<file path="src/shared/emcfg_pkg.sv">
// Summary of operation
// - routed interface uses P7..P4, or P7,P6,P4 multiplexed
// - route enable bit connects interface to P4-P7
// - pins claimed only during off-chip external move
// - pins return to port latches when move completes
// - drivers off on pins acting as inputs
// - output mode stays with port output mode registers
// - mode field selects on-chip, split or off-chip map
// - config bit four selects multiplexed or separate pins
// - low address on shared pins while latch strobe high
// - latch strobe high and low widths 1 to 4 clocks
// - bank select mode drives all sixteen address lines
package emcfg_pkg;
  localparam logic [3:0] EMCFG_PAGE_OFS = 4'h0;
  localparam logic [3:0] EMCFG_CFG_OFS = 4'h4;
  localparam logic [3:0] EMCFG_STAT_OFS = 4'h8;
  localparam logic [7:0] EMCFG_PAGE_RST = 8'h00;
  localparam logic [7:0] EMCFG_CFG_RST = 8'h03;
  localparam logic [7:0] EMCFG_CFG_WMASK = 8'h3f;
  localparam int EMCFG_ROUTE_BIT = 5;
  localparam int EMCFG_MUX_BIT = 4;
  localparam int EMCFG_MODE_LSB = 2;
  localparam int EMCFG_ALE_LSB = 0;
  localparam logic [15:0] EMCFG_ONCHIP_LIMIT = 16'h1000;
  // strobe phase length code, same coding as the latch width (code+1 clocks)
  localparam logic [1:0] EMCFG_STROBE_CODE = 2'h1;
  // control lanes inside port 4
  localparam int EMCFG_RD_N_BIT = 7;
  localparam int EMCFG_WR_N_BIT = 6;
  localparam int EMCFG_ALE_BIT = 5;

  typedef enum logic [1:0] {
    EMCFG_MAP_ONCHIP = 2'h0,
    EMCFG_MAP_SPLIT_NOBANK = 2'h1,
    EMCFG_MAP_SPLIT_BANK = 2'h2,
    EMCFG_MAP_OFFCHIP = 2'h3
  } emcfg_map_t;

  typedef enum logic [4:0] {
    EMCFG_ST_IDLE = 5'h01,
    EMCFG_ST_ALE_HI = 5'h02,
    EMCFG_ST_ALE_LO = 5'h04,
    EMCFG_ST_STROBE = 5'h08,
    EMCFG_ST_DONE = 5'h10
  } emcfg_state_t;
endpackage : emcfg_pkg

</file>
<file path="src/shared/emcfg_tmr_if.sv">
interface emcfg_tmr_if;
  logic load;
  logic [1:0] count;
  logic expired;
  modport ctrl (output load, output count, input expired);
  modport timer (input load, input count, output expired);
endinterface : emcfg_tmr_if

</file>
<file path="src/hw/emcfg_top.sv">
// The Avalon-MM interface to the registers and the register offsets were decided locally.
module emcfg_top
  import emcfg_pkg::*;
(
  input wire logic clk,
  input wire logic rst_n,
  // avalon-mm slave
  input wire logic [3:0] avs_address,
  input wire logic avs_read,
  input wire logic avs_write,
  input wire logic [31:0] avs_writedata,
  input wire logic [3:0] avs_byteenable,
  output logic [31:0] avs_readdata,
  output logic avs_waitrequest,
  // cpu external move request
  input wire logic xmove_start,
  input wire logic xmove_is_write,
  input wire logic xmove_wide,
  input wire logic [15:0] xmove_wide_addr,
  input wire logic [7:0] xmove_low_addr,
  input wire logic [7:0] xmove_wdata,
  output logic xmove_done,
  output logic [7:0] xmove_rdata,
  output logic xmove_onchip,
  output logic [15:0] xmove_eff_addr,
  // ports 7..4 as {p7,p6,p5,p4}
  input wire logic [31:0] port_latch,
  input wire logic [31:0] port_pin_in,
  output logic [31:0] port_pin_out,
  output logic [31:0] port_pin_oe
);
  ////////////////////////////////////////////////////////////////////////////
  // registers and bus slave
  logic [7:0] high_page_bits_q;
  logic [7:0] ext_mem_config_q;
  logic [31:0] readdata_q;
  logic waitrequest_q;
  logic last_offchip_q;
  emcfg_state_t state_q, state_d;
  logic bus_req;
  logic bus_take;
  logic [31:0] rd_mux;

  logic pin_route_enable;
  logic mux_select;
  emcfg_map_t map_mode;
  logic [1:0] latch_pulse_width;

  assign pin_route_enable = ext_mem_config_q[EMCFG_ROUTE_BIT];
  assign mux_select = ext_mem_config_q[EMCFG_MUX_BIT];
  assign map_mode = emcfg_map_t'(ext_mem_config_q[EMCFG_MODE_LSB +: 2]);
  assign latch_pulse_width = ext_mem_config_q[EMCFG_ALE_LSB +: 2];

  assign bus_req = avs_read | avs_write;
  // a request is answered one clock after it appears; taken while waitrequest low
  assign bus_take = bus_req & ~waitrequest_q;

  always_comb begin
    rd_mux = 32'h0;
    case (avs_address)
      EMCFG_PAGE_OFS: rd_mux = {24'h0, high_page_bits_q};
      EMCFG_CFG_OFS: rd_mux = {24'h0, ext_mem_config_q & EMCFG_CFG_WMASK};
      EMCFG_STAT_OFS: rd_mux = {30'h0, last_offchip_q, state_q != EMCFG_ST_IDLE};
      default: rd_mux = 32'h0;
    endcase
  end

  always_ff @(posedge clk or negedge rst_n) begin
    if (!rst_n) begin
      waitrequest_q <= 1'b1;
      readdata_q <= 32'h0;
    end else if (bus_take) begin
      waitrequest_q <= 1'b1;
    end else if (bus_req) begin
      waitrequest_q <= 1'b0;
      readdata_q <= rd_mux;
    end
  end

  always_ff @(posedge clk or negedge rst_n) begin
    if (!rst_n) begin
      high_page_bits_q <= EMCFG_PAGE_RST;
    end else if (bus_take && avs_write && avs_byteenable[0]
                 && avs_address == EMCFG_PAGE_OFS) begin
      high_page_bits_q <= avs_writedata[7:0];
    end
  end

  always_ff @(posedge clk or negedge rst_n) begin
    if (!rst_n) begin
      ext_mem_config_q <= EMCFG_CFG_RST;
    end else if (bus_take && avs_write && avs_byteenable[0]
                 && avs_address == EMCFG_CFG_OFS) begin
      ext_mem_config_q <= avs_writedata[7:0] & EMCFG_CFG_WMASK;
    end
  end

  assign avs_readdata = readdata_q;
  assign avs_waitrequest = waitrequest_q;

  ////////////////////////////////////////////////////////////////////////////
  // address formation and map decode
  logic [15:0] eff_addr;
  logic offchip;
  logic op_write_q, op_wide_q, op_offchip_q, op_mux_q;
  logic [15:0] op_addr_q;
  logic [7:0] op_wdata_q;

  // 8-bit moves take the high byte from the page register
  assign eff_addr = xmove_wide ? xmove_wide_addr : {high_page_bits_q, xmove_low_addr};

  always_comb begin
    case (map_mode)
      EMCFG_MAP_ONCHIP: offchip = 1'b0;
      EMCFG_MAP_SPLIT_NOBANK: offchip = eff_addr >= EMCFG_ONCHIP_LIMIT;
      EMCFG_MAP_SPLIT_BANK: offchip = eff_addr >= EMCFG_ONCHIP_LIMIT;
      default: offchip = 1'b1;
    endcase
  end

  always_ff @(posedge clk or negedge rst_n) begin
    if (!rst_n) begin
      op_write_q <= 1'b0;
      op_wide_q <= 1'b0;
      op_offchip_q <= 1'b0;
      op_mux_q <= 1'b0;
      op_addr_q <= 16'h0;
      op_wdata_q <= 8'h0;
      last_offchip_q <= 1'b0;
      xmove_eff_addr <= 16'h0;
      xmove_onchip <= 1'b0;
    end else if (state_q == EMCFG_ST_IDLE && xmove_start) begin
      op_write_q <= xmove_is_write;
      op_wide_q <= xmove_wide;
      // without route enable the pins stay disconnected
      op_offchip_q <= offchip & pin_route_enable;
      op_mux_q <= ~mux_select;
      op_addr_q <= eff_addr;
      op_wdata_q <= xmove_wdata;
      last_offchip_q <= offchip;
      // on-chip space aliases on 4 kB, upper bits cleared
      xmove_eff_addr <= offchip ? eff_addr : (eff_addr & (EMCFG_ONCHIP_LIMIT - 16'h1));
      xmove_onchip <= ~offchip;
    end
  end

  ////////////////////////////////////////////////////////////////////////////
  // move sequencer
  emcfg_tmr_if tmr_if ();
  logic tmr_load;
  logic [1:0] tmr_count;

  emcfg_phase_tmr u_tmr (
    .clk(clk),
    .rst_n(rst_n),
    .tmr(tmr_if.timer)
  );

  assign tmr_if.load = tmr_load;
  assign tmr_if.count = tmr_count;

  always_comb begin
    state_d = state_q;
    tmr_load = 1'b0;
    tmr_count = latch_pulse_width;
    case (state_q)
      EMCFG_ST_IDLE: begin
        if (xmove_start) begin
          if (offchip && pin_route_enable && !mux_select) begin
            state_d = EMCFG_ST_ALE_HI;
            tmr_load = 1'b1;
          end else if (offchip && pin_route_enable) begin
            state_d = EMCFG_ST_STROBE;
            tmr_load = 1'b1;
            tmr_count = EMCFG_STROBE_CODE;
          end else begin
            state_d = EMCFG_ST_DONE;
          end
        end
      end
      EMCFG_ST_ALE_HI: begin
        if (tmr_if.expired) begin
          state_d = EMCFG_ST_ALE_LO;
          tmr_load = 1'b1;
        end
      end
      EMCFG_ST_ALE_LO: begin
        if (tmr_if.expired) begin
          state_d = EMCFG_ST_STROBE;
          tmr_load = 1'b1;
          tmr_count = EMCFG_STROBE_CODE;
        end
      end
      EMCFG_ST_STROBE: begin
        if (tmr_if.expired) begin
          state_d = EMCFG_ST_DONE;
        end
      end
      EMCFG_ST_DONE: state_d = EMCFG_ST_IDLE;
      default: state_d = EMCFG_ST_IDLE;
    endcase
  end

  always_ff @(posedge clk or negedge rst_n) begin
    if (!rst_n) begin
      state_q <= EMCFG_ST_IDLE;
    end else begin
      state_q <= state_d;
    end
  end

  always_ff @(posedge clk or negedge rst_n) begin
    if (!rst_n) begin
      xmove_done <= 1'b0;
    end else begin
      xmove_done <= (state_q == EMCFG_ST_DONE);
    end
  end

  // on-chip data comes from the xram itself; this path returns zero then
  always_ff @(posedge clk or negedge rst_n) begin
    if (!rst_n) begin
      xmove_rdata <= 8'h0;
    end else if (state_q == EMCFG_ST_IDLE && xmove_start) begin
      xmove_rdata <= 8'h0;
    end else if (state_q == EMCFG_ST_STROBE && tmr_if.expired && !op_write_q) begin
      // data sits on port 7 in both pin layouts
      xmove_rdata <= port_pin_in[31:24];
    end
  end

  ////////////////////////////////////////////////////////////////////////////
  // pin steering
  logic claim;
  logic drive_hi;
  logic strobe;
  logic [31:0] pin_d, oe_d;

  // pins belong to the interface only inside an off-chip move
  assign claim = op_offchip_q && (state_q == EMCFG_ST_ALE_HI || state_q == EMCFG_ST_ALE_LO
                 || state_q == EMCFG_ST_STROBE);
  // no-bank split mode leaves A15:8 to the port latch on 8-bit moves
  assign drive_hi = op_wide_q || map_mode != EMCFG_MAP_SPLIT_NOBANK;
  assign strobe = state_q == EMCFG_ST_STROBE;

  always_comb begin
    // outside a move the latches own the pins; push-pull or open-drain is
    // applied downstream by the output mode registers, never here
    pin_d = port_latch;
    oe_d = 32'hffff_ffff;
    if (claim) begin
      pin_d[EMCFG_RD_N_BIT] = ~(strobe & ~op_write_q);
      pin_d[EMCFG_WR_N_BIT] = ~(strobe & op_write_q);
      pin_d[EMCFG_ALE_BIT] = (state_q == EMCFG_ST_ALE_HI);
      if (drive_hi) begin
        pin_d[23:16] = op_addr_q[15:8];
      end
      if (op_mux_q) begin
        // port 5 untouched in multiplexed operation
        pin_d[31:24] = strobe ? op_wdata_q : op_addr_q[7:0];
        oe_d[31:24] = {8{~strobe | op_write_q}};
      end else begin
        pin_d[15:8] = op_addr_q[7:0];
        pin_d[31:24] = op_wdata_q;
        oe_d[31:24] = {8{op_write_q}};
      end
    end
  end

  always_ff @(posedge clk or negedge rst_n) begin
    if (!rst_n) begin
      port_pin_out <= 32'hffff_ffff;
      port_pin_oe <= 32'h0;
    end else begin
      port_pin_out <= pin_d;
      port_pin_oe <= oe_d;
    end
  end
endmodule : emcfg_top

</file>
<file path="src/hw/emcfg_phase_tmr.sv">
module emcfg_phase_tmr (
  input wire logic clk,
  input wire logic rst_n,
  emcfg_tmr_if.timer tmr
);
  logic [1:0] cnt_q;

  // a phase loaded with code k lasts k+1 clocks
  always_ff @(posedge clk or negedge rst_n) begin
    if (!rst_n) begin
      cnt_q <= 2'h0;
    end else if (tmr.load) begin
      cnt_q <= tmr.count;
    end else if (cnt_q != 2'h0) begin
      cnt_q <= cnt_q - 2'h1;
    end
  end

  assign tmr.expired = (cnt_q == 2'h0);
endmodule : emcfg_phase_tmr

</file>
<file path="config.mk">
export PLATFORM = sky130hd
export DESIGN_NAME = emcfg_top
export DESIGN_NICKNAME = d
export VERILOG_FILES = /design/src/shared/emcfg_pkg.sv /design/src/shared/emcfg_tmr_if.sv /design/src/hw/emcfg_top.sv /design/src/hw/emcfg_phase_tmr.sv
export SDC_FILE = /design/constraint.sdc
export NUM_CORES = 1
export LEC_CHECK = 0
export ABC_AREA = 0
export BUFFER_PORTS_ARGS = -buffer_cell sky130_fd_sc_hd__buf_4
export CORE_ASPECT_RATIO = 1.25
export CORE_MARGIN = 10
export CORE_UTILIZATION = 25
export CTS_BUF_LIST = sky130_fd_sc_hd__clkbuf_4 sky130_fd_sc_hd__clkbuf_8 sky130_fd_sc_hd__clkbuf_16
export DETAILED_ROUTE_END_ITERATION = 12
export GPL_ROUTABILITY_DRIVEN = 0
export HOLD_SLACK_MARGIN = 0.02
export PLACE_DENSITY = 0.53
export REMOVE_ABC_BUFFERS = 1
export SLEW_MARGIN = 20
export SYNTH_ARGS = -nofsm -noshare
export SYNTH_HDL_FRONTEND = slang
export SYNTH_SLANG_ARGS = --single-unit
</file>
<file path="constraint.sdc">
create_clock -name clk -period 3.1 [get_ports clk]
set_clock_uncertainty 0.05 [all_clocks]
set_input_delay 0.31 -clock clk [delete_from_list [all_inputs] [get_ports clk]]
set_output_delay 0.31 -clock clk [all_outputs]
set_load 0.005 [all_outputs]
</file>
==> reports/metrics.csv <==
metric,value,unit
hold_slack,0.0987,ns
cts_hold_buf,6,
areaGrowthSynthToFinish,33.0,%
fp.dieH,180,µm
drive_above_1_share,0.456,
avgSynthCellArea,10.9,µm²
share_comb_of_total_power,0.273,
ir_worst_vdd,0.259,mV
rsz0062_at_grt,false,
ys.flop_type,dfrtp_1,
yosysMostFrequentCell,nand2_1,
clkSinkCount,107,
drt_first_pass_iters,4,
tns,0,ns
drtAntennaViolNets,0,
start_util,0.254,
status,finished clean,
post-route-period-util,0.719,
p_sw,1.42,mW
place_area,0.00644,mm²
core_area,0.0202,mm²
wirelength,15200,µm
cp-endpoint,u_tmr.cnt_q[0],
crit_required,3.29,ns
tightestPinTransition,0.927,ns
numCtsBuffers,9,
synth-edff-count,0,
p_sw_frac,0.321,
drt_iter0_drc,85,
period_needed,2.23,ns
synth_top_area_frac,0.346,
seqPwrFrac,0.443,
grtUsageTotal,0.111,
multi_input_area,0.00187,mm²
slew_headroom,0.377,
cts_root_buf,clkbuf_16,
power.leakage,3.37,nW
netlist_area,0.00513,mm²
post_drt_wl_per_cell,17.0,µm
cpPeakStageDelay,0.48,ns
diodes,0,
hold_violations,0,
cts_tree,done,
die_area,0.0267,mm²
ys_warn_count,0,
slew_viol_final,0,
fmax,448,MHz
power.density,649,mW/mm²
r2r_start,ext_mem_config_q[2],
cap_violations,0,
clock_path_buffers,2,
synth_seq_area_share,0.530,
worstPathArrival,2.42,ns
crit_family,compound AO/OA/AOI/OAI gates,
whs_path_depth,3,
antenna_found_initial,0,
io_buffers,190,
ioPinCount,266,
clock_latency,0.36,ns
critPathMaxFanout,9,
cp_cell_sequence,inv_1 > ha_1 > nand2_1 > o221ai_2 > nand3_1 > nor3b_1 > a211o_1,
hp-class,input pin to flop,
cp_num_cells,7,
end_kind,flop,
stdcell_area,0.00683,mm²
cts_max_level,3,
vias,3825,
regToRegEndpoint,u_tmr.cnt_q[0],
ys_top_cells_by_area,"dfrtp_1 35%, dfstp_2 18%, buf_4 9.7%",
cts_resized,0,
crit_type,flop to flop,
ys_seq_elements,107,
finalSetupViolations,0,
synth_area_leader_cell,dfrtp_1,
worst-path-buf-inv,1,
async_reset_ff_frac,1.00,
cts_setup_buffers,0,
grt_pass1_vias,4122,
nFillCells,2059,
rows,58,
intPower,3.01,mW
slowest_stage,o221ai_2,
path_clk_slew,0.08,ns
die_w,148,µm
grt_max_degree,59,
synth_top_cells_by_count,"90 x nand2_1, 71 x dfrtp_1, 66 x buf_4, 38 x o21ai_0, 36 x dfstp_2",
power,4.43,mW
reg2reg_setup_slack,0.87,ns
synth_cell_types,53,
crit_path_start,ext_mem_config_q[2],
drc,0,
synthCells,472,
globalRouteOverflowTotal,0,
via_per_inst,4.26,
hpwl,11900,µm
p_clk_frac,0.284,
startpoint_type,flop,
fin_nets,768,
reg2reg_depth,7,
seq_area,0.00272,mm²
grt_pass1_wl,23500,µm
==> power by group through the flow <==
| stage | clock, mW | sequential [mW] | combinational (mW) |
|---|---|---|---|
| floorplan | 0 | 1.94 | 0.626 |
| global placement | 0 | 1.98 | 1.20 |
| detailed placement | 0 | 2.00 | 1.23 |
| CTS | 1.31 | 1.97 | 1.24 |
| global route | 1.35 | 2.02 | 1.37 |
| finish | 1.26 | 1.97 | 1.21 |
==> placed cells by master, fill, tap and decap left out, drive strengths merged, types with 2 or more instances in the layout <==
| cell | n |
|---|---|
| a21o | 3 |
| a21oi | 7 |
| a22o | 4 |
| and3 | 2 |
| buf | 194 |
| clkbuf | 10 |
| conb | 25 |
| dfrtp | 71 |
| dfstp | 36 |
| dlygate4sd3 | 6 |
| ha | 3 |
| inv | 14 |
| mux2 | 29 |
| mux2i | 31 |
| nand2 | 91 |
| nand2b | 2 |
| nand3 | 4 |
| nand4b | 2 |
| nor2 | 12 |
| nor2b | 2 |
| nor3 | 3 |
| nor3b | 2 |
| nor4 | 5 |
| o21ai | 44 |
| o41ai | 2 |
| or4 | 3 |
| xor2 | 2 |
==> cell families (layout without fill, tap and decap cells) <==
family | count (synthesis) | after routing | synth area share
adders and majority gates | 3 | 3 | 0.00731
DFF | 107 | 107 | 0.530
xor gates and xnor gates | 2 | 2 | 0.00341
other | 2 | 25 | 0.00146
and+or+nand+nor | 135 | 135 | 0.129
AOI/OAI and AO/OA | 69 | 69 | 0.0829
muxes | 60 | 60 | 0.124
buffers and inverters | 94 | 226 | 0.122
==> metrics by stage <==
step	util	std cells	setup slack, ns
global placement	0.319	875	0.948
global route	0.338	897	0.700
floorplan	-	411	0.840
finish	0.338	897	0.870
CTS	0.338	897	0.847
detailed placement	0.319	875	0.890
==> worst min-delay path, delay by kind of cell <==
family | cells | cell delay [ns]
buffers and inverters | 1 | 0.08
and+or+nand+nor | 2 | 0.09
==> layout make-up <==
type | count | area share
Sequential cell | 107 | 0.399
Multi-Input combinational cell | 294 | 0.275
Timing Repair Buffer | 200 | 0.224
Inverter | 10 | 0.00550
Tap cell | 270 | 0.0495
Clock inverter | 6 | 0.0112
Clock buffer | 10 | 0.0367
==> per-layer routing <==
| metal | GRT usage | share of wire | vias to the layer above |
|---|---|---|---|
| met5 | 0 | 0 | - |
| met3 | 0.0432 | 0.096 | 16 |
| li1 | - | - | 1806 |
| met2 | 0.179 | 0.46 | 179 |
| met4 | 0.0381 | 0.015 | 0 |
| met1 | 0.132 | 0.43 | 1824 |
==> sequential cells by signal, summed over array words and instances (netlist names) <==
register          count
ext_mem_config_q      6
u_tmr.cnt_q           2
op_wdata_q            8
op_wide_q             1
xmove_done            1
op_write_q            1
op_addr_q             4
port_pin_out         32
xmove_rdata           8
avs_readdata          8
port_pin_oe           2
state_q               5
op_offchip_q          1
xmove_onchip          1
last_offchip_q        1
high_page_bits_q      8
op_mux_q              1
xmove_eff_addr       16
avs_waitrequest       1
==> worst min-delay path by stage <==
stage / from / end / slack, ns
2_1_floorplan: rst_n / avs_readdata[0] / -0.04
3_5_place_dp: rst_n / xmove_rdata[3] / 0.36
6_report: xmove_wdata[1] / op_wdata_q[1] / 0.1
4_1_cts: xmove_wdata[1] / op_wdata_q[1] / 0.08
3_3_place_gp: rst_n / xmove_rdata[3] / 0.34
5_1_grt: port_latch[6] / port_pin_out[6] / 0.09
(Power assumes the default switching activity.)
